===== src/verilog/loader_map.svh =====
// Purpose: constants of the configuration loader and its serial memory port
// Assumes: 200 MHz system clock, 100 kHz serial clock toward the memory
// Notes: times are in ns; cycle counts derive from them
`ifndef LOADER_MAP_SVH
`define LOADER_MAP_SVH
`define CLK_PERIOD_NS 5
// quarter of a 100 kHz serial clock period
`define SCL_QTR_NS 2500
`define SCL_QTR_CYC ((`SCL_QTR_NS + `CLK_PERIOD_NS - 1) / `CLK_PERIOD_NS)
// least write cycle time of the memory
`define EE_WR_NS 5000000
`define EE_WR_CYC ((`EE_WR_NS + `CLK_PERIOD_NS - 1) / `CLK_PERIOD_NS)
// arbitration timeout, 255 serial clock cycles
`define ARB_SCL_CYCLES 8'hFF
`define OP_XFER_MAX 8'h7F
`define OP_COND_BASE 8'hB0
`define OP_COND_MASK 8'hF0
`define OP_PAUSE 8'hFE
`define OP_END 8'hFF
`define HDR_BYTES 4
// memory device address; arbitrary value
`define EE_DEV_ADDR 7'h50
`define COND_W 4
`endif


===== src/verilog/loader_pkg.sv =====
// Purpose: types shared by the loader and its byte engine
// Assumes: nothing
// Notes: state encodings are left to the tools
package loader_pkg;
  typedef enum {SQ_IDLE, SQ_HDR, SQ_OP, SQ_AHI, SQ_ALO, SQ_DATA, SQ_CKSUM,
                SQ_SV_HDR, SQ_SV_GET, SQ_SV_PUT, SQ_SV_CK} seq_state_t;
  typedef enum {BS_IDLE, BS_WAIT, BS_START, BS_BIT, BS_STOP, BS_HOLD} bus_state_t;
endpackage : loader_pkg


===== src/verilog/i2c_byte_engine.sv =====
// Purpose: one random read or one byte write to the serial memory per request
// Assumes: scl_s and sda_s are already synchronised; bus_free comes from the monitor
// Notes: open-drain drive, a high level is always a release
`include "loader_map.svh"
module i2c_byte_engine
  import loader_pkg::*;
#(
  parameter int QTR_CYC = `SCL_QTR_CYC,
  parameter int WR_WAIT_CYC = `EE_WR_CYC,
  parameter logic [6:0] DEV_ADDR = `EE_DEV_ADDR
) (
  input wire logic clk,
  input wire logic nrst,
  input wire logic req,
  input wire logic req_wr,
  input wire logic [15:0] req_addr,
  input wire logic [7:0] req_data,
  output logic done,
  output logic [7:0] rd_data,
  output logic waiting,
  input wire logic bus_free,
  input wire logic scl_s,
  input wire logic sda_s,
  output logic sda_lo,
  output logic scl_lo
);
  localparam int QW = $clog2(QTR_CYC + 1);
  localparam int WW = $clog2(WR_WAIT_CYC + 1);
  if (QTR_CYC < 2 || WR_WAIT_CYC < 1) begin : g_bad_param
    $error("engine timing parameters too small");
  end

  bus_state_t st_r;
  logic [1:0] ph_r;
  logic [QW-1:0] qc_r;
  logic [WW-1:0] wc_r;
  logic [3:0] bit_r;
  logic [2:0] byt_r;
  logic [7:0] sh_r;
  logic [7:0] rx_r;
  logic [7:0] rd_data_r;
  logic rst_r, retry_r, nack_r, done_r, sda_lo_r, scl_lo_r;
  logic qtick, reading, want_hi;
  logic [2:0] last_byte;

  function automatic logic [7:0] byte_at(input logic [2:0] idx);
    case (idx)
      3'h0: byte_at = {DEV_ADDR, 1'b0};
      3'h1: byte_at = req_addr[15:8];
      3'h2: byte_at = req_addr[7:0];
      3'h3: byte_at = req_wr ? req_data : {DEV_ADDR, 1'b1};
      default: byte_at = 8'hFF;
    endcase
  endfunction : byte_at

  assign qtick = (qc_r == QW'(QTR_CYC - 1));
  assign reading = !req_wr && (byt_r == 3'h4);
  assign last_byte = req_wr ? 3'h3 : 3'h4;
  assign want_hi = (bit_r < 4'h8) && !reading && sh_r[7];

  always_ff @(posedge clk) begin
    qc_r <= (!nrst || qtick) ? '0 : qc_r + 1'b1;
  end

  always_ff @(posedge clk) begin
    if (!nrst) begin
      st_r <= BS_IDLE;
      ph_r <= 2'h0;
      wc_r <= '0;
      bit_r <= 4'h0;
      byt_r <= 3'h0;
      sh_r <= 8'hFF;
      rx_r <= 8'h00;
      rd_data_r <= 8'h00;
      rst_r <= 1'b0;
      retry_r <= 1'b0;
      nack_r <= 1'b0;
      done_r <= 1'b0;
      sda_lo_r <= 1'b0;
      scl_lo_r <= 1'b0;
    end else begin
      done_r <= 1'b0;
      unique case (st_r)
        BS_IDLE: begin
          // the request of a finished transfer may still stand for a cycle
          if (req && !done_r) st_r <= BS_WAIT;
        end
        BS_WAIT: begin
          sda_lo_r <= 1'b0;
          scl_lo_r <= 1'b0;
          if (bus_free && scl_s) begin
            st_r <= BS_START;
            ph_r <= 2'h0;
            rst_r <= 1'b0;
            byt_r <= 3'h0;
          end
        end
        BS_START: if (qtick) begin
          unique case (ph_r)
            2'h0: begin
              if (!rst_r && !scl_s) st_r <= BS_WAIT;
              else begin
                sda_lo_r <= 1'b0;
                ph_r <= 2'h1;
              end
            end
            2'h1: begin
              scl_lo_r <= 1'b0;
              ph_r <= 2'h2;
            end
            2'h2: if (scl_s) begin
              sda_lo_r <= 1'b1;
              ph_r <= 2'h3;
            end
            2'h3: begin
              scl_lo_r <= 1'b1;
              ph_r <= 2'h0;
              bit_r <= 4'h0;
              sh_r <= byte_at(byt_r);
              st_r <= BS_BIT;
            end
          endcase
        end
        BS_BIT: if (qtick) begin
          unique case (ph_r)
            2'h0: begin
              sda_lo_r <= (bit_r < 4'h8) && !reading && !sh_r[7];
              ph_r <= 2'h1;
            end
            2'h1: begin
              scl_lo_r <= 1'b0;
              ph_r <= 2'h2;
            end
            2'h2: if (scl_s) begin // waits out clock stretching
              if (want_hi && !sda_s) begin
                st_r <= BS_WAIT;
                sda_lo_r <= 1'b0;
              end else begin
                ph_r <= 2'h3;
                if (bit_r < 4'h8) rx_r <= {rx_r[6:0], sda_s};
                else nack_r <= sda_s;
              end
            end
            2'h3: begin
              scl_lo_r <= 1'b1;
              ph_r <= 2'h0;
              if (bit_r != 4'h8) begin
                bit_r <= bit_r + 4'h1;
                sh_r <= {sh_r[6:0], 1'b0};
              end else if (!reading && nack_r) begin
                // memory busy with an earlier write: release and retry
                st_r <= BS_STOP;
                retry_r <= 1'b1;
              end else if (byt_r == last_byte) begin
                st_r <= BS_STOP;
                retry_r <= 1'b0;
              end else if (!req_wr && byt_r == 3'h2) begin
                st_r <= BS_START;
                rst_r <= 1'b1;
                byt_r <= 3'h3;
              end else begin
                byt_r <= byt_r + 3'h1;
                bit_r <= 4'h0;
                sh_r <= byte_at(byt_r + 3'h1);
              end
            end
          endcase
        end
        BS_STOP: if (qtick) begin
          unique case (ph_r)
            2'h0: begin
              sda_lo_r <= 1'b1;
              ph_r <= 2'h1;
            end
            2'h1: begin
              scl_lo_r <= 1'b0;
              ph_r <= 2'h2;
            end
            2'h2: if (scl_s) begin
              sda_lo_r <= 1'b0;
              ph_r <= 2'h3;
            end
            2'h3: begin
              ph_r <= 2'h0;
              wc_r <= '0;
              if (retry_r) st_r <= BS_WAIT;
              else if (req_wr) st_r <= BS_HOLD;
              else begin
                rd_data_r <= rx_r;
                done_r <= 1'b1;
                st_r <= BS_IDLE;
              end
            end
          endcase
        end
        BS_HOLD: begin
          wc_r <= wc_r + 1'b1;
          if (wc_r == WW'(WR_WAIT_CYC - 1)) begin
            done_r <= 1'b1;
            st_r <= BS_IDLE;
          end
        end
      endcase
    end
  end

  assign done = done_r;
  assign rd_data = rd_data_r;
  assign waiting = (st_r == BS_WAIT);
  assign sda_lo = sda_lo_r;
  assign scl_lo = scl_lo_r;
endmodule : i2c_byte_engine


===== src/verilog/eeprom_sequence_loader.sv =====
// Purpose: walk a stored instruction stream on load, write one out on save
// Assumes: control inputs come from logic on clk; bus pins are asynchronous
// Notes: every memory byte costs one full bus transaction; simple, not fast
`include "loader_map.svh"
// Notes on behaviour
// - nonzero condition value joins the condition map
// - condition zero empties map, execution unconditional
// - conditional and end instructions always execute
// - empty map or zero ID executes all
// - map holding the ID executes following instructions
// - otherwise skip until zero or matching condition
// - map holds several condition values at once
// - pause acts only in save, then idle
// - pause keeps the memory address pointer
// - save end writes end, checksum, clears pointer
// - load end clears pointer, checks checksum, idles
// - bus start and stop watched at all times
// - busy bus holds a pending transfer back
// - low data while sending high loses bus
// - low clock before start holds off driving
// - winner finishes; loser retries after stop
// - 255 clock cycles without stop forces attempt
// - timer restarts until transfer completes
// - condition value is code minus group base
// - condition ID is a four bit field
// - transfer code: address high first, code+1 bytes
// - header mismatch flags fault, abandons load
module eeprom_sequence_loader
  import loader_pkg::*;
#(
  parameter int QTR_CYC = `SCL_QTR_CYC,
  parameter int WR_WAIT_CYC = `EE_WR_CYC,
  parameter int HDR_N = `HDR_BYTES,
  parameter int COND_W = `COND_W,
  parameter logic [6:0] DEV_ADDR = `EE_DEV_ADDR
) (
  input wire logic clk,
  input wire logic nrst,
  input wire logic load_start,
  input wire logic save_start,
  input wire logic [COND_W-1:0] cond_id,
  input wire logic [8*HDR_N-1:0] dev_ident,
  input wire logic [7:0] save_data,
  input wire logic save_valid,
  output logic save_ready,
  output logic reg_wr_valid,
  output logic [15:0] reg_wr_addr,
  output logic [7:0] reg_wr_data,
  output logic action_valid,
  output logic [7:0] action_code,
  output logic busy,
  output logic seq_done,
  output logic header_fault,
  output logic checksum_fault,
  output logic [15:0] ee_ptr,
  output logic bus_busy,
  input wire logic sda_in,
  output logic sda_out,
  output logic sda_oe_n,
  input wire logic scl_in,
  output logic scl_out,
  output logic scl_oe_n
);
  if (HDR_N < 1 || HDR_N > 255 || COND_W != 4) begin : g_bad_param
    $error("loader parameters out of range");
  end

  seq_state_t st_r;
  logic sda_m_r, sda_s_r, sda_p_r, scl_m_r, scl_s_r, scl_p_r;
  logic start_det, stop_det, scl_rise;
  logic busy_r;
  logic [7:0] arb_r;
  logic bus_free;
  logic ee_req, ee_wr, ee_done, eng_wait, sda_lo, scl_lo;
  logic [7:0] ee_rd, ee_wdata, io_byte, id_byte;
  logic [15:0] ptr_r;
  logic [7:0] ck_r;
  logic [7:0] hidx_r;
  logic [7:0] rem_r;
  logic [15:0] addr_r;
  logic exec_r, end_r;
  logic [7:0] sv_byte_r;
  logic [2**COND_W-1:0] map_r;
  logic exec_now, hdr_last, id_ok;
  logic op_cond, op_end, op_xfer;
  logic [COND_W-1:0] op_val;
  logic sv_take;

  // pin synchronisers; only the second stage and later are looked at
  always_ff @(posedge clk) begin
    if (!nrst) begin
      {sda_m_r, sda_s_r, sda_p_r} <= 3'h7;
      {scl_m_r, scl_s_r, scl_p_r} <= 3'h7;
    end else begin
      {sda_m_r, sda_s_r, sda_p_r} <= {sda_in, sda_m_r, sda_s_r};
      {scl_m_r, scl_s_r, scl_p_r} <= {scl_in, scl_m_r, scl_s_r};
    end
  end

  assign start_det = scl_s_r && scl_p_r && sda_p_r && !sda_s_r;
  assign stop_det = scl_s_r && scl_p_r && !sda_p_r && sda_s_r;
  assign scl_rise = scl_s_r && !scl_p_r;

  always_ff @(posedge clk) begin
    if (!nrst) busy_r <= 1'b0;
    else if (start_det) busy_r <= 1'b1;
    else if (stop_det) busy_r <= 1'b0;
  end

  // arbitration timer runs only while a transfer is held back
  always_ff @(posedge clk) begin
    if (!nrst || !eng_wait) arb_r <= 8'h00;
    else if (scl_rise && arb_r != `ARB_SCL_CYCLES) arb_r <= arb_r + 8'h01;
  end

  assign bus_free = !busy_r || (arb_r == `ARB_SCL_CYCLES);

  i2c_byte_engine #(
    .QTR_CYC(QTR_CYC),
    .WR_WAIT_CYC(WR_WAIT_CYC),
    .DEV_ADDR(DEV_ADDR)
  ) u_engine (
    .clk(clk),
    .nrst(nrst),
    .req(ee_req),
    .req_wr(ee_wr),
    .req_addr(ptr_r),
    .req_data(ee_wdata),
    .done(ee_done),
    .rd_data(ee_rd),
    .waiting(eng_wait),
    .bus_free(bus_free),
    .scl_s(scl_s_r),
    .sda_s(sda_s_r),
    .sda_lo(sda_lo),
    .scl_lo(scl_lo)
  );

  assign sda_out = 1'b0;
  assign scl_out = 1'b0;
  assign sda_oe_n = !sda_lo;
  assign scl_oe_n = !scl_lo;

  assign ee_req = st_r inside {SQ_HDR, SQ_OP, SQ_AHI, SQ_ALO, SQ_DATA, SQ_CKSUM,
                               SQ_SV_HDR, SQ_SV_PUT, SQ_SV_CK};
  assign ee_wr = st_r inside {SQ_SV_HDR, SQ_SV_PUT, SQ_SV_CK};
  assign id_byte = dev_ident[(HDR_N - 1 - int'(hidx_r)) * 8 +: 8];
  assign hdr_last = (hidx_r == 8'(HDR_N - 1));
  assign id_ok = (ee_rd == id_byte);

  always_comb begin
    unique case (st_r)
      SQ_SV_HDR: ee_wdata = id_byte;
      SQ_SV_CK: ee_wdata = ck_r;
      default: ee_wdata = sv_byte_r;
    endcase
  end

  assign io_byte = ee_wr ? ee_wdata : ee_rd;

  // instruction decode of the byte just read
  assign op_cond = (ee_rd & `OP_COND_MASK) == `OP_COND_BASE;
  assign op_val = COND_W'(ee_rd - `OP_COND_BASE);
  assign op_end = (ee_rd == `OP_END);
  assign op_xfer = (ee_rd <= `OP_XFER_MAX);
  assign exec_now = (map_r == '0) || (cond_id == '0) || map_r[cond_id];

  assign save_ready = (st_r == SQ_SV_GET);
  assign sv_take = save_ready && save_valid;

  always_ff @(posedge clk) begin
    if (!nrst) st_r <= SQ_IDLE;
    else begin
      unique case (st_r)
        SQ_IDLE: begin
          if (load_start) st_r <= SQ_HDR;
          else if (save_start) st_r <= (ptr_r == 16'h0000) ? SQ_SV_HDR : SQ_SV_GET;
        end
        SQ_HDR: if (ee_done) begin
          if (!id_ok) st_r <= SQ_IDLE;
          else if (hdr_last) st_r <= SQ_OP;
        end
        SQ_OP: if (ee_done) begin
          if (op_end) st_r <= SQ_CKSUM;
          else if (op_xfer) st_r <= SQ_AHI;
        end
        SQ_AHI: if (ee_done) st_r <= SQ_ALO;
        SQ_ALO: if (ee_done) st_r <= SQ_DATA;
        SQ_DATA: if (ee_done && rem_r == 8'h00) st_r <= SQ_OP;
        SQ_CKSUM: if (ee_done) st_r <= SQ_IDLE;
        SQ_SV_HDR: if (ee_done && hdr_last) st_r <= SQ_SV_GET;
        SQ_SV_GET: if (sv_take) begin
          if (rem_r == 8'h00 && save_data == `OP_PAUSE) st_r <= SQ_IDLE;
          else st_r <= SQ_SV_PUT;
        end
        SQ_SV_PUT: if (ee_done) st_r <= end_r ? SQ_SV_CK : SQ_SV_GET;
        SQ_SV_CK: if (ee_done) st_r <= SQ_IDLE;
      endcase
    end
  end

  // pointer and running checksum; a pause leaves both as they are
  always_ff @(posedge clk) begin
    if (!nrst) begin
      ptr_r <= 16'h0000;
      ck_r <= 8'h00;
    end else if (st_r == SQ_IDLE) begin
      if (load_start) begin
        ptr_r <= 16'h0000;
        ck_r <= 8'h00;
      end else if (save_start && ptr_r == 16'h0000) begin
        ck_r <= 8'h00;
      end
    end else if (ee_done) begin
      if (st_r == SQ_CKSUM || st_r == SQ_SV_CK) ptr_r <= 16'h0000;
      else if (st_r == SQ_HDR && !id_ok) ptr_r <= 16'h0000;
      else begin
        ptr_r <= ptr_r + 16'h0001;
        ck_r <= ck_r + io_byte;
      end
    end
  end

  always_ff @(posedge clk) begin
    if (!nrst) hidx_r <= 8'h00;
    else if (st_r == SQ_IDLE) hidx_r <= 8'h00;
    else if (ee_done && (st_r == SQ_HDR || st_r == SQ_SV_HDR)) hidx_r <= hidx_r + 8'h01;
  end

  // condition map: one bit per nonzero condition value
  always_ff @(posedge clk) begin
    if (!nrst) map_r <= '0;
    else if (st_r == SQ_IDLE && load_start) map_r <= '0;
    else if (st_r == SQ_OP && ee_done && op_cond) begin
      if (op_val == '0) map_r <= '0;
      else map_r[op_val] <= 1'b1;
    end
  end

  // transfer bookkeeping, also used to pass payload through on save
  always_ff @(posedge clk) begin
    if (!nrst) begin
      rem_r <= 8'h00;
      addr_r <= 16'h0000;
      exec_r <= 1'b0;
      end_r <= 1'b0;
      sv_byte_r <= 8'h00;
    end else begin
      if (st_r == SQ_IDLE && (load_start || save_start)) begin
        rem_r <= 8'h00;
        end_r <= 1'b0;
      end
      if (ee_done) begin
        unique case (st_r)
          SQ_OP: if (op_xfer) begin
            rem_r <= ee_rd;
            exec_r <= exec_now;
          end
          SQ_AHI: addr_r[15:8] <= ee_rd;
          SQ_ALO: addr_r[7:0] <= ee_rd;
          SQ_DATA: begin
            addr_r <= addr_r + 16'h0001;
            rem_r <= rem_r - 8'h01;
          end
          default: ;
        endcase
      end
      if (sv_take) begin
        sv_byte_r <= save_data;
        if (rem_r != 8'h00) rem_r <= rem_r - 8'h01;
        else if (save_data <= `OP_XFER_MAX) rem_r <= save_data + 8'h03;
        else if (save_data == `OP_END) end_r <= 1'b1;
      end
    end
  end

  // register writes and device actions toward the rest of the chip
  always_ff @(posedge clk) begin
    if (!nrst) begin
      reg_wr_valid <= 1'b0;
      reg_wr_addr <= 16'h0000;
      reg_wr_data <= 8'h00;
      action_valid <= 1'b0;
      action_code <= 8'h00;
    end else begin
      reg_wr_valid <= 1'b0;
      action_valid <= 1'b0;
      if (st_r == SQ_DATA && ee_done && exec_r) begin
        reg_wr_valid <= 1'b1;
        reg_wr_addr <= addr_r;
        reg_wr_data <= ee_rd;
      end
      // a pause met while loading is read and stepped over
      if (st_r == SQ_OP && ee_done && exec_now && !op_cond && !op_end && !op_xfer
          && ee_rd != `OP_PAUSE) begin
        action_valid <= 1'b1;
        action_code <= ee_rd;
      end
    end
  end

  // status; faults stay until the next load is started
  always_ff @(posedge clk) begin
    if (!nrst) begin
      header_fault <= 1'b0;
      checksum_fault <= 1'b0;
      seq_done <= 1'b0;
    end else begin
      seq_done <= 1'b0;
      if (st_r == SQ_IDLE && load_start) begin
        header_fault <= 1'b0;
        checksum_fault <= 1'b0;
      end
      if (st_r == SQ_HDR && ee_done && !id_ok) begin
        header_fault <= 1'b1;
        seq_done <= 1'b1;
      end
      if (st_r == SQ_CKSUM && ee_done) begin
        checksum_fault <= (ee_rd != ck_r);
        seq_done <= 1'b1;
      end
      if (st_r == SQ_SV_CK && ee_done) seq_done <= 1'b1;
      if (sv_take && rem_r == 8'h00 && save_data == `OP_PAUSE) seq_done <= 1'b1;
    end
  end

  assign busy = (st_r != SQ_IDLE);
  assign ee_ptr = ptr_r;
  assign bus_busy = busy_r;
endmodule : eeprom_sequence_loader


===== config.mk =====
export PLATFORM = sky130hd
export DESIGN_NAME = eeprom_sequence_loader
export DESIGN_NICKNAME = d
export VERILOG_FILES = /design/src/verilog/loader_pkg.sv /design/src/verilog/i2c_byte_engine.sv /design/src/verilog/eeprom_sequence_loader.sv
export VERILOG_INCLUDE_DIRS = /design/src /design/src/verilog
export SDC_FILE = /design/constraint.sdc
export NUM_CORES = 1
export LEC_CHECK = 0
export ABC_AREA = 1
export BUFFER_PORTS_ARGS = -buffer_cell sky130_fd_sc_hd__buf_4
export CAP_MARGIN = 30
export CORE_MARGIN = 10
export CORE_UTILIZATION = 40
export CTS_CLUSTER_DIAMETER = 50
export DETAILED_ROUTE_END_ITERATION = 12
export GPL_ROUTABILITY_DRIVEN = 0
export HOLD_SLACK_MARGIN = 0.02
export PLACE_DENSITY_LB_ADDON = 0.12
export SETUP_SLACK_MARGIN = 0.2
export SLEW_MARGIN = 20
export SYNTH_ARGS = -nofsm -noshare
export SYNTH_HDL_FRONTEND = slang
export SYNTH_SLANG_ARGS = --single-unit
export TNS_END_PERCENT = 50

===== constraint.sdc =====
create_clock -name clk -period 7.15 [get_ports clk]
set_input_delay 0 -clock clk [delete_from_list [all_inputs] [get_ports clk]]
set_output_delay 0 -clock clk [all_outputs]
set_load 0.05 [all_outputs]

# Word level (Yosys, flattened, before mapping)
# Cells that the tools add are included.
# totals
register_bits,266
inputBits,51
# op_classes
add_sub_neg,13
magnitude_cmp,6
n_eq_ne,96
n_shift,1
muxes,159
bitwise,7
n_reduce_logical,117
# op_table
op,n
$mux W32,30
$pmux W32 S10,1
$eq A32 B3 Y1 const B,7
$eq A32 B2 Y1 const B,6
$eq A32 B4 Y1 const B,6
$pmux W32 S6,1
$mux W8,22
$pmux W32 S2,2
$logic_not A32 Y1,3
$mux W16,6
$pmux W8 S2,5
$eq A32 B1 Y1 const B,2
$eq A32 B5 Y1 const B,2
$pmux W8 S4,2
$mux W1,43
$logic_and A1 B1 Y1,42
$mux W20,2
$mux W4,10
$pmux W20 S2,1
$ne A2 B1 Y1 const B,19
$add A16 B1 Y16 const B,2
$eq A8 B8 Y1 const B,4
$logic_not A16 Y1,2
$pmux W2 S4,4
67 further kinds,175

# Depth between registers and ports, before layout
# Gate-level depths: netlist (run 1).
# depth
word_depth,13
ltp_mapped,20
depth_no_buf,19

# Cells and area by module
# Synthesis (run 1) repeated with hierarchy kept, for this count alone.
# hier_totals
hier_cells,1909
area_unflattened_um2,12520.8
# by_module_without_submodules
mod,instances,cells_each,area_per_inst_um2,seq_area_each_um2
eeprom_sequence_loader,1,1245,8229.1,2762.6
i2c_byte_engine,1,664,4291.6,1421.4

# Worst setup path after synthesis (run 1)
# Ideal clock, no wire load.
# synth_path
kind,reg2reg
from,register hidx_r[2]
to,register ck_r[6]
setup_ns,0.070
arrival_time_ns,2.982
setup_slack_ns,4.098
stages_incl_launch_ff,19
synth_period_minus_slack_ns,3.052
path_cell_list,dfxtp_1 > inv_1 > ha_1 > nor2_1 > clkbuf_1 > nand2_1 > o21ai_0 > o21a_1 > ha_1 > inv_1 > fa_1 > nand3b_1 > nand2_1 > nand2_1 > nand2_1 > a21oi_1 > xor2_1 > nand3b_1 > a21oi_1
# synth_between
elab_chain_cells,9
# synth_rtl
element,line_no,source
from (decl),eeprom_sequence_loader.sv:78,logic [7:0] hidx_r;
from (signal assigned),eeprom_sequence_loader.sv:227,else if (ee_done && (st_r == SQ_HDR || st_r == SQ_SV_HDR)) hidx_r <= hidx_r + 8'h01;
$sub A2 B8 Y9 (*),eeprom_sequence_loader.sv:147,assign id_byte = dev_ident[(HDR_N - 1 - int'(hidx_r)) * 8 +: 8];
$shiftx A32 B12 Y8 (*),eeprom_sequence_loader.sv:147,
$pmux W8 S2,eeprom_sequence_loader.sv:152,unique case (st_r)
$mux W8,eeprom_sequence_loader.sv:159,assign io_byte = ee_wr ? ee_wdata : ee_rd;
$add A8 B8 Y8,eeprom_sequence_loader.sv:219,ck_r <= ck_r + io_byte;
$mux W8,eeprom_sequence_loader.sv:216,else if (st_r == SQ_HDR && !id_ok) ptr_r <= 16'h0000;
$mux W8,eeprom_sequence_loader.sv:215,if (st_r == SQ_CKSUM || st_r == SQ_SV_CK) ptr_r <= 16'h0000;
$mux W8,eeprom_sequence_loader.sv:214,end else if (ee_done) begin
$mux W8,eeprom_sequence_loader.sv:207,end else if (st_r == SQ_IDLE) begin
to (signal assigned),eeprom_sequence_loader.sv:219,
to (decl),eeprom_sequence_loader.sv:77,logic [7:0] ck_r;
# Every way passes the cells marked *; elsewhere a longest branch is shown, timed or not. The select of a mux whose other input is x is not followed.
# A chain may end at the register's enable or synchronous reset.

# Worst setup path after layout (run 1)
# Same ends and word-level chain as after synthesis.

==> results of run 1 <==
report_power, final:
group,internal (mW),switching (mW)
Combinational,0.279,0.634
Clock,0.918,0.568
Sequential,1.21,0.0434
area by class of cell:
type                            instances  area share
Inverter                              229      0.0591
Multi-Input combinational cell       1374       0.482
Clock inverter                         15      0.0130
Sequential cell                       209       0.287
Timing Repair Buffer                  128      0.0685
Tap cell                              396      0.0340
Clock buffer                           37      0.0560
worst paths after layout:
check                               end  slack (ps)  cells after the start
worst max-delay path            ck_r[6]        3450                     18
worst min-delay path             exec_r          60                      5
worst max register to register  ck_r[6]        3450                     18
worst min register to register  scl_s_r         410                      1
worst min-delay path, delay by kind of cell:
kind	cells	cell delay [ps]
simple gates	2	250
compound gates	2	220
buf+inv	1	100
sequential cells by signal, indices dropped and copies added, names as in the netlist, 9 cells and up:
register and count:
u_engine.qc_r 9, u_engine.wc_r 20, map_r 16, reg_wr_addr 16, addr_r 16, ee_ptr 16
per-layer routing:
metal / wire length [um] / share of wire / vias to the layer above
li1: - / - / 6409
met1: 17700 / 0.47 / 5818
met2: 16400 / 0.44 / 367
met3: 2410 / 0.064 / 61
met4: 946 / 0.025 / 0
met5: 0 / 0 / -
what timing repair did:
action,CTS,global route
endpoints found under the hold margin,40,0
setup buffers,0,0
hold buffers,15,0
metrics by stage:
step	hold WS (ps)	power [mW]	cells	cell area, um^2	setup WS [ps]
3_3_place_gp	204	2.17	2318	13400	3390
3_5_place_dp	205	2.17	2321	13400	3530
5_1_grt	87.0	3.86	2388	14600	3070
6_report	57.8	3.65	2388	14600	3450
2_1_floorplan	107	1.94	1881	12400	4100
4_1_cts	22.8	3.68	2388	14600	3480
logic make-up (layout without fill, tap and decap cells):
| family | count (synthesis) | after routing | share of synthesized area |
|---|---|---|---|
| and+or+nand+nor | 904 | 904 | 0.326 |
| adders and majority gates | 37 | 37 | 0.0379 |
| DFF | 209 | 209 | 0.337 |
| xor gates and xnor gates | 44 | 44 | 0.0310 |
| AOI/OAI and AO/OA | 387 | 387 | 0.170 |
| other | 1 | 2 | 0.000302 |
| buffers and inverters | 298 | 409 | 0.0976 |
cells in the mapped netlist (6+ instances only):
| library cell | number |
|---|---|
| sky130_fd_sc_hd__a211oi_1 | 6 |
| sky130_fd_sc_hd__a21oi_1 | 163 |
| sky130_fd_sc_hd__a221oi_1 | 10 |
| sky130_fd_sc_hd__a31oi_1 | 20 |
| sky130_fd_sc_hd__buf_1 | 6 |
| sky130_fd_sc_hd__buf_2 | 13 |
| sky130_fd_sc_hd__buf_4 | 6 |
| sky130_fd_sc_hd__buf_6 | 7 |
| sky130_fd_sc_hd__clkbuf_1 | 37 |
| sky130_fd_sc_hd__dfxtp_1 | 209 |
| sky130_fd_sc_hd__ha_1 | 36 |
| sky130_fd_sc_hd__inv_1 | 214 |
| sky130_fd_sc_hd__inv_2 | 12 |
| sky130_fd_sc_hd__nand2_1 | 396 |
| sky130_fd_sc_hd__nand2_2 | 6 |
| sky130_fd_sc_hd__nand3_1 | 129 |
| sky130_fd_sc_hd__nand3b_1 | 19 |
| sky130_fd_sc_hd__nand4_1 | 46 |
| sky130_fd_sc_hd__nor2_1 | 209 |
| sky130_fd_sc_hd__nor2_2 | 7 |
| sky130_fd_sc_hd__nor3_1 | 36 |
| sky130_fd_sc_hd__nor3b_1 | 7 |
| sky130_fd_sc_hd__nor4_1 | 15 |
| sky130_fd_sc_hd__o211ai_1 | 14 |
| sky130_fd_sc_hd__o21ai_0 | 143 |
| sky130_fd_sc_hd__o21ai_1 | 8 |
| sky130_fd_sc_hd__o22ai_1 | 11 |
| sky130_fd_sc_hd__or2_2 | 17 |
| sky130_fd_sc_hd__xnor2_1 | 15 |
| sky130_fd_sc_hd__xor2_1 | 29 |
==> results list, run 1 <==
- The flow ran to the end, and the final reports show no timing, DRC or antenna violations.
- Family of cells with the greatest summed delay on the critical path: simple AND/OR/NAND/NOR gates
- Busiest layer in global routing: met2
- Total routing resource utilization after global routing: 0.187
- CTS max path bufs: 3
- First-iteration detailed-routing DRC count: 990
- Clock latency on the worst-skew pair, taken at its later pin, is 570 ps.
- The share of synthesized area in the top cell type comes to 0.337.
* Area of the multi-input gates: between 7000 and 8000 um^2
* CTS-repair resized insts: 0
* Critical-path cell with the highest stage delay: sky130_fd_sc_hd__nor2_1
- Detailed-route via count: approximately 13000
- Die width: 196 um
- Buffers inserted during clock tree synthesis total 29.
* Initial Util: 0.406
- For this run, global-route usage on met2 was measured as 0.292.
- Worst Max-Slew Pin Slew: between 800 and 900 ps
- Area growth from synthesis to layout: 17.3%
* Vias in the first global route: between 10000 and 15000
- Root Buffer Master: sky130_fd_sc_hd__clkbuf_16
- In this run, synthesis inferred 0 flip-flops with an integrated enable.
* Max stage delay on crit path: between 400 and 500 ps
- Largest clock skew in the final design: 9.96 ps
- The first global-routing pass estimated about 61000 um of wire.
- STA classifies the critical path startpoint as a flop.
* Post-synth ARST share: 0
- Kind of capture point of the worst setup path: flop
- Number of flip-flops and latches in the synthesized netlist: ~210
- By area the synthesized netlist is led by sky130_fd_sc_hd__dfxtp_1, sky130_fd_sc_hd__nand2_1, sky130_fd_sc_hd__a21oi_1.
* Crit path required time: 7650 ps
* Reg2reg start: hidx_r[2]
- The analysis attributes to cell leakage a power of ~6 nW.
* Area used by sequential logic in the layout: 4180 um^2
* Antenna violations before repair: 0
- In this design, the critical path's most frequently occurring cell is sky130_fd_sc_hd__nand2_1.
* Drt drc: 0
- Startpoint of the worst hold path: cond_id[2]
* Area of the die: 38500 um^2
* Largest fanout on the critical path: 12
- Unrepaired setup endpoints after global routing: no
* Max-cap violations: 0
- Walking the worst path, the cells encountered are inv_1 > ha_1 > nor2_1 > buf_4 > nand2_1 > o21ai_0 > o21a_1 > ha_1 > inv_1 > fa_1 > nand3b_1 > nand2_1 > nand2_1 > nand2_1 > a21oi_1 > xor2_1 > nand3b_1 > a21oi_1.
- # port buffers: between 100 and 150
- The final layout contains routed wiring with a total length of about 38000 um.
* TritonCTS Sinks: 209
- Entering global routing, the biggest net connects about 90 pins.
- Maximum vdd drop: approximately 0.19 mV
* Hold Crit Class: in2reg
- Number of instances in the synthesized netlist: roughly 1900
* Met3 Use GR: 0.0298
- In this run the core area contains 64 standard-cell rows.
- Total number of yosys warnings: 0
* Congestion Overflow GR: 0
- Number of endpoints with negative hold slack in the final report: 0
- Summed instance area of the synthesized netlist: ~12000 um^2
* Routed wire per std cell: 15.7 um
- Num ports: 111
- Clock-pin slew was measured on the worst setup and hold paths at ~60 ps.
* Final critical-path share of the clock period: 0.517
- Cell variety after synth: 51
- In this run the mean area of a mapped cell was 6.61 um^2.
* Post-route ant nets: 0
- In this run the number of H-tree levels came out at 1.
- STA puts the critical path data arrival time at 4200 ps.
- After floorplanning, the core was sized to cover 30600 um^2.
- TritonCTS built the clock tree.
- The share of the Yosys chip area taken by registers is 0.337.
- The die is 196 um tall.
- Final count of pins violating max slew: 0
* Share of final-layout standard cells stronger than drive strength 1: 0.112
* Relative max-transition margin: 0.427
- After detailed routing, the number of vias per cell comes to 5.30.
- Placed wire-length estimate: 27700 um
- Setup total negative slack on the finished layout was measured at 0 ps.
- Commonest non-fill, non-tap cells in the layout: sky130_fd_sc_hd__nand2_1, sky130_fd_sc_hd__inv_1, sky130_fd_sc_hd__nor2_1, sky130_fd_sc_hd__dfxtp_1, sky130_fd_sc_hd__a21oi_1
- In this run the power density over the cells is 250 nW/um^2.
- Cell type contributing the most total cell area after synthesis: sky130_fd_sc_hd__dfxtp_1
- Leading cell type in the layout, fill and taps excluded: sky130_fd_sc_hd__nand2_1
- Final nets: between 2000 and 2500
* Length of the first detailed-routing pass in iterations: 8
- Tracing the worst setup path back leads to its startpoint at hidx_r[2].
* ANT cells: 0
- The critical path is of the reg2reg type.
- The most used flip-flop cell after synthesis is sky130_fd_sc_hd__dfxtp_1.
- Counting both buffers and inverters, the worst setup path holds a total of 3.
- Finished Core Util: 0.477
* Fmax: 270 MHz
* Tmin final: 3700 ps
- Grt met1 use: 0.259
- After filler insertion, the fill cell instance count of the layout stands at 3210.
- Total of endpoints with negative setup slack in the final report: 0
Note: power is estimated with default switching activity, not from simulation.
==> run 2, diff against run 1 <==
Settings changed: ABC_AREA 1 to 0.
Clock period 7.15 ns to 3.3 ns, I/O delays scaled along.
==> run 2 against run 1 <==
Routed wire length shrank 3.9%. Core utilization grew 2.8 points. Total power grew 130%. Non-clock buffer count grew 61.
==> results list, run 2 <==
- Status: finished clean
* Most used standard cell by instance count after synthesis: sky130_fd_sc_hd__dfxtp_1
- Fmax: ~320 MHz
- Leading cell type in the layout, fill and taps excluded: sky130_fd_sc_hd__dfxtp_1
- Routing usage on met2: 0.326
- Prevailing post-synth register cell: sky130_fd_sc_hd__dfxtp_1
- Congestion Overflow GR: 0
* Initial Util: 0.408
- The signal on the critical path passes through mux4_2 > o2bb2ai_2 > a21o_1 > ha_1 > a21o_1 > a21oi_2 > o21ai_2 > o41ai_2 > xor2_1 > or4b_1 > o211ai_1.
* Final nets: 1697
- By area the synthesized netlist is led by sky130_fd_sc_hd__dfxtp_1, sky130_fd_sc_hd__nand2_1, sky130_fd_sc_hd__nor2_1.
* Placed wire-length estimate: 25900 um
* Worst-case hold slack: 84.9 ps
- Final count of pins violating max slew: 0
- Summed instance area of the synthesized netlist: approximately 12000 um^2
* Clock-pin transition on the worst setup and hold timing paths: ~50 ps
- Via/cell ratio: between 5 and 6
* Tmin final: between 3000 and 4000 ps
- Most frequent cell on the critical path: sky130_fd_sc_hd__a21o_1
* Setup TNS: 0 ps
- Clock tree from TritonCTS: yes
- The placed instances occupy a cell area of 13200 um^2.
* Number of flip-flops and latches in the synthesized netlist: 209
- In the global route stage, met1 resource usage came out at 0.248.
* Register bank with the most flops: u_engine.wc_r
- Synthesis produced a netlist whose cell count is 1484.
- CTS max path bufs: 3
- Critical-path cell with the highest stage delay: sky130_fd_sc_hd__mux4_2
- Once layout is complete, the utilization of the core stands at 0.505.
- Filler cell count: 2858
- Between clock sinks in the finished design, the worst skew comes to 18.3 ps.
- Max-cap violations: 0
- Met3 Use GR: 0.0325
- Num ports: 111
- Commonest non-fill, non-tap cells in the layout: sky130_fd_sc_hd__dfxtp_1, sky130_fd_sc_hd__nand2_1, sky130_fd_sc_hd__buf_4
* Largest register FFs: 20
- ANT cells: 0
- The worst hold path passes through 4 cells.
* Clock H-tree levels: 2
- Pin count of the biggest net entering global routing: 56
- Relative max-transition margin: 0.449
- The worst setup path is captured at a flop.
- Wire length of the first global-routing pass: 58300 um
* # port buffers: 108
- VDD sags by at most between 0.4 and 0.5 mV.
* Row count: 62
- STA classifies the critical path startpoint as a flop.
- Endpoint of the worst hold-timing path: rem_r[6]
- Core box area: 28900 um^2
* Max stage delay on crit path: approximately 560 ps
* Share of final-layout standard cells stronger than drive strength 1: 0.169
- In the finished design, the share of the clock period the worst path needs comes to 0.948.
- The die is roughly 190 um wide.
* Area of all placed cells without fillers: about 15000 um^2
- The synthesized design spends more area on one cell type than any other, namely sky130_fd_sc_hd__dfxtp_1.
* Root Buffer Master: sky130_fd_sc_hd__clkbuf_16
- Compared with the post-synthesis result, the final layout area differs by 23.7%.
- In the global route stage, overall resource usage came out at 0.193.
- Number of endpoints with negative hold slack in the final report: 0
* Static power due to leakage: 5.60 nW
- Drt drc: 0
* Total number of yosys warnings: 0
- Endpoint of the worst register-to-register path: ck_r[7]
* Vias in the first global route: 11000
- In this run the power density over the cells is 566 nW/um^2.
* Depth of the most critical reg-to-reg path: 11
- The initial antenna violation count is 0.
* Final Routed Wirelength: 36100 um
- Busiest layer in global routing: met2
* Total of endpoints with negative setup slack in the final report: 0
- First-iteration detailed-routing DRC count: 871
- Hold Crit Class: in2reg
- Unrepaired setup endpoints after global routing: yes
- Dividing the detail-routed wire length by the instance count gives 17.9 um.
- In this run, CTS created clock tree buffers numbering 34.
- Area of the die: roughly 37000 um^2
* Clock latency on the worst-skew pair: about 510 ps
- For the pin with the worst max-slew slack, the measured transition is 824 ps.
- Excluding fillers, the count of instances in the completed layout stands at 2018.
* Critical path start-end classification: reg2reg
- Yosys mapped the design onto 81 distinct sky130hd cell types.
- In this run the worst path has a maximum fanout of 5.
- Mean post-synth cell area: 7.94 um^2
* Detailed-route via count: 11300
* TritonCTS Sinks: 209
* Arrival @ worst endpoint: between 3000 and 4000 ps
- The commonest cells after synthesis are sky130_fd_sc_hd__dfxtp_1, sky130_fd_sc_hd__nand2_1, sky130_fd_sc_hd__nor2_1.
* Startpoint of the worst hold path: save_valid
- Yosys mapped a number of flops with a built-in enable equal to 0.
* Post-synth ARST share: 0
- Crit path required time: 3730 ps
- The die is 192 um tall.
- Reg2reg start: hidx_r[0]
- Proportion of netlist area held by the largest area contributor: 0.355
- Seq/Total Area, Yosys: 0.355
* R2R setup slack: 170 ps
- Cell count after placement: 1942
- The first detailed-routing pass ran for 5 iterations.
- Post-route ant nets: 0
## run 2: cell types whose count changed after synthesis, moves of 19 or more
cell                       previous run  this run
sky130_fd_sc_hd__nand2b_1             0        26
sky130_fd_sc_hd__nand2_1            396       195
sky130_fd_sc_hd__and3_1               0        19
sky130_fd_sc_hd__nor2_1             209       174
sky130_fd_sc_hd__a21oi_1            163       120
sky130_fd_sc_hd__o21ai_0            143        70
sky130_fd_sc_hd__a22oi_1              0        21
sky130_fd_sc_hd__mux2i_1              0        30
sky130_fd_sc_hd__nand3_1            129        41
sky130_fd_sc_hd__inv_1              214        38
sky130_fd_sc_hd__nand4_1             46        23
sky130_fd_sc_hd__clkbuf_1            37        87
## run 2: routing by layer
| layer | vias up | part of all wire | routed length (um) |
|---|---|---|---|
| li1 | 5592 | - | - |
| met1 | 5377 | 0.44 | 16000 |
| met2 | 315 | 0.48 | 17300 |
| met3 | 59 | 0.059 | 2130 |
| met4 | 0 | 0.019 | 690 |
| met5 | - | 0 | 0 |
## run 2: layout make-up
| type | count | area (um^2) | area share |
|---|---|---|---|
| multi-input cells | 1135 | 7120 | 0.488 |
| inverters | 40 | 151 | 0.0104 |
| clock inverters | 18 | 241 | 0.0166 |
| clock buffers | 43 | 946 | 0.0649 |
| repair buffers | 189 | 1450 | 0.0994 |
| flip-flops and latches | 209 | 4190 | 0.287 |
| well taps | 384 | 480 | 0.0330 |
## run 2: power by group
group,internal [mW],total [mW],switching (mW)
registers,2.59,2.66,0.0710
clock network,2.37,3.68,1.31
logic,0.700,1.91,1.21
## run 2: kinds of logic after synthesis
group | synth area share
AOI/OAI and AO/OA | 0.216
xor gates and xnor gates | 0.0520
adders and majority gates | 0.0399
buffers and inverters | 0.0461
DFF | 0.355
muxes | 0.0513
other | 0.000318
and+or+nand+nor | 0.239
## run 2: worst max path at each step
stage          cells past startpoint  endpoint       from  slack, ps
2_1_floorplan                     13   ck_r[7]    st_r[3]        230
3_3_place_gp                      11   ck_r[7]  hidx_r[0]        130
3_5_place_dp                      11   ck_r[7]  hidx_r[0]        100
4_1_cts                           11   ck_r[7]  hidx_r[0]        200
5_1_grt                           11   ck_r[7]  hidx_r[0]         20
6_report                          11   ck_r[7]  hidx_r[0]        170
## run 2: critical path, delay by kind of cell (launching register included)
kind | cells | cell delay [ps]
adders and majority gates | 1 | 270
muxes | 1 | 560
AOI/OAI and AO/OA | 7 | 1200
DFF | 1 | 380
and+or+nand+nor | 1 | 450
xor gates and xnor gates | 1 | 200
## run 2: through the flow
step / power (mW) / setup WS (ps)
floorplan: 3.95 / 234
detailed placement: 4.57 / 99.0
finish: 8.25 / 170
global route: 8.61 / 21.0
CTS: 8.29 / 201
global placement: 4.57 / 128
## run 2: what timing repair did
| item | CTS | global route |
|---|---|---|
| endpoints found under the setup margin | 1 | 3 |
| pin swaps | 1 | 4 |
| hold buffers | 12 | 0 |
| hold endpoints to repair | 32 | 0 |
| gates cloned | 0 | 0 |
| gates resized for setup | 1 | 5 |
| buffers inserted | 0 | 3 |
==> run 3, diff against run 2 <==
Clock period 3.3 ns to 3.7 ns, I/O delays scaled along.
==> run 3 against run 2 <==
Combinational power decreased by 16%. Setup slack improved by 160 ps. Sequential share of layout area grew 0.58 points. Final area is 2.1% lower. First-iteration DRC count grew 0.57%. Core utilization decreased by 1.0 points. Sequential cell count unchanged. Register-to-register slack improved by 160 ps. Clock skew is 6.9 ps lower. Total power down 14%. Count of clock-buffer cells in the layout is 4 lower. Critical path type unchanged.
==> results list, run 3 (synthesized netlist as in run 2, its figures left out) <==
- The flow ran to the end, and the final reports show no timing, DRC or antenna violations.
- Largest fanout on the critical path: 5
* Final critical-path share of the clock period: 0.910
- Dividing total power by cell area gives a power density of 494 nW/um^2.
- Drt drc: 0
- Unrepaired setup endpoints after global routing: yes
- Final Routed Wirelength: 36100 um
- Subtracting the final worst setup slack from the clock period gives between 3000 and 4000 ps.
* Max-cap violations: 0
- Largest register FFs: 20
* Core box area: 28900 um^2
* Leading cell type in the layout, fill and taps excluded: sky130_fd_sc_hd__dfxtp_1
- Final count of pins violating max slew: 0
* Placed wire-length estimate: 25700 um
- Depth of the most critical reg-to-reg path: 13
- At the end of the flow the core is filled with cells to 0.495.
* Num ports: 111
- Detailed-route via count: 11300
- VDD sags by at most 0.413 mV.
- Congestion Overflow GR: 0
- Total of endpoints with negative setup slack in the final report: 0
* Ordered list of cells on the worst path: inv_1 > ha_1 > nor3_1 > o2bb2ai_1 > a21o_1 > ha_1 > a21o_1 > a21oi_1 > o21ai_0 > o41ai_2 > xor2_1 > or4b_1 > o211ai_1
* Root Buffer Master: sky130_fd_sc_hd__clkbuf_16
- Die width: roughly 190 um
- Arrival @ worst endpoint: 3850 ps
* CP startpoint kind: flop
- In the layout the commonest cells are sky130_fd_sc_hd__dfxtp_1, sky130_fd_sc_hd__nand2_1, sky130_fd_sc_hd__nor2_1.
- The initial antenna violation count was 0.
- Area of the die: 36700 um^2
* Total routing resource utilization after global routing: 0.193
* Clock tree from TritonCTS: yes
- The floorplan has 62 rows.
* Setup fix buffers added after clock tree synthesis: 0
- Routed wire per std cell: 18.1 um
- The first TritonRoute pass finished after 6 iterations.
* Vias in the first global route: 10700
- First-iteration detailed-routing DRC count: about 880
* Clock-pin transition on the worst setup and hold timing paths: 60 ps
- The worst pin sits at a relative slew slack of 0.357.
* Static power due to leakage: roughly 5.4 nW
- The tightest min-delay check is of the in2reg type.
* Area of all placed cells without fillers: about 14000 um^2
- Data on the critical path is required at its endpoint by roughly 4200 ps.
- # port buffers: 108
- Fmax: 297 MHz
* Register bank with the most flops: u_engine.wc_r
- Of the cells placed in the final design, the portion with a size suffix greater than 1 is 0.149.
- In this run the deepest clock path goes through 3 buffers.
- Kind of capture point of the worst setup path: flop
- Using the TritonRoute via totals, the vias-per-cell ratio works out to between 5 and 6.
- Final nets: 1672
- Entering global routing, the biggest net connects a little over 80 pins.
- From bottom edge to top edge, the die measures around 190 um.
- Number of buffers inserted during clock tree synthesis: 31
- The clock drives ~210 sinks.
- ANT cells: 0
- Number of endpoints with negative hold slack in the final report: 0
- In this run the number of H-tree levels came out at 1.
- Initial Util: 0.408
* Cell area after placement: 13000 um^2
- Across the routed clock network, the largest skew measured is roughly 11 ps.
- The clock reaches the later pin of the worst-skew pair after 560 ps.
- Area growth from synthesis to layout: 21.1%
- For the pin with the worst max-slew slack, the measured transition is 964 ps.
* Wire length of the first global-routing pass: 58600 um
* Post-route ant nets: 0
- Critical-path cell with the highest stage delay: sky130_fd_sc_hd__or4b_1
- Setup TNS: 0 ps
- The worst hold path was traced through 6 stages.
- By startpoint and endpoint, the worst setup path is classified as reg2reg.
* Max stage delay on crit path: 440 ps
==> run 3: timing repair <==
action                                 in CTS  in global routing
gates resized for setup                     0                  2
hold buffers                               14                  0
setup endpoints to repair                   0                  2
endpoints found under the hold margin      40                  0
==> run 3: final cells by class <==
cell class              instances  area, um^2
clock inverters                18         241
clock buffers                  39         846
inverters                      40         151
well taps                     384         480
multi-input cells            1135        7070
fillers                      2882       14600
repair buffers                167        1300
flip-flops and latches        209        4190
==> run 3: metrics by stage <==
step,instances,total power [mW],hold slack [ps],setup WS [ps]
3_3_place_gp,1920,3.99,190,337
5_1_grt,1992,7.38,93.1,94.5
4_1_cts,1991,7.10,39.0,283
2_1_floorplan,1485,3.51,101,423
6_report,1992,7.05,59.6,333
3_5_place_dp,1920,4.00,190,306
==> run 3: per-layer routing <==
layer | up-vias | global-route usage | share of wire
met5 | - | 0 | 0
met4 | 0 | 0.0517 | 0.022
met3 | 53 | 0.0334 | 0.057
met2 | 273 | 0.321 | 0.47
met1 | 5410 | 0.253 | 0.45
li1 | 5557 | - | -
==> run 3: worst max-delay path: cells and delay by family, from the launching register on <==
family / cells / cell delay [ps]
buffers and inverters: 1 / 90
DFF: 1 / 390
xor gates and xnor gates: 1 / 190
adders and majority gates: 2 / 550
AOI/OAI and AO/OA: 7 / 1350
and+or+nand+nor: 2 / 730
==> run 3: final timing paths <==
path,from,slack [ps],end
max,hidx_r[2],330,ck_r[7]
min,save_valid,60,sv_byte_r[7]
max reg2reg,hidx_r[2],330,ck_r[7]
min reg2reg,scl_m_r,440,scl_s_r
==> run 3: report_power, final <==
part           internal [mW]  switching [mW]
Combinational          0.565            1.04
Sequential              2.31          0.0783
Clock                   1.92            1.14
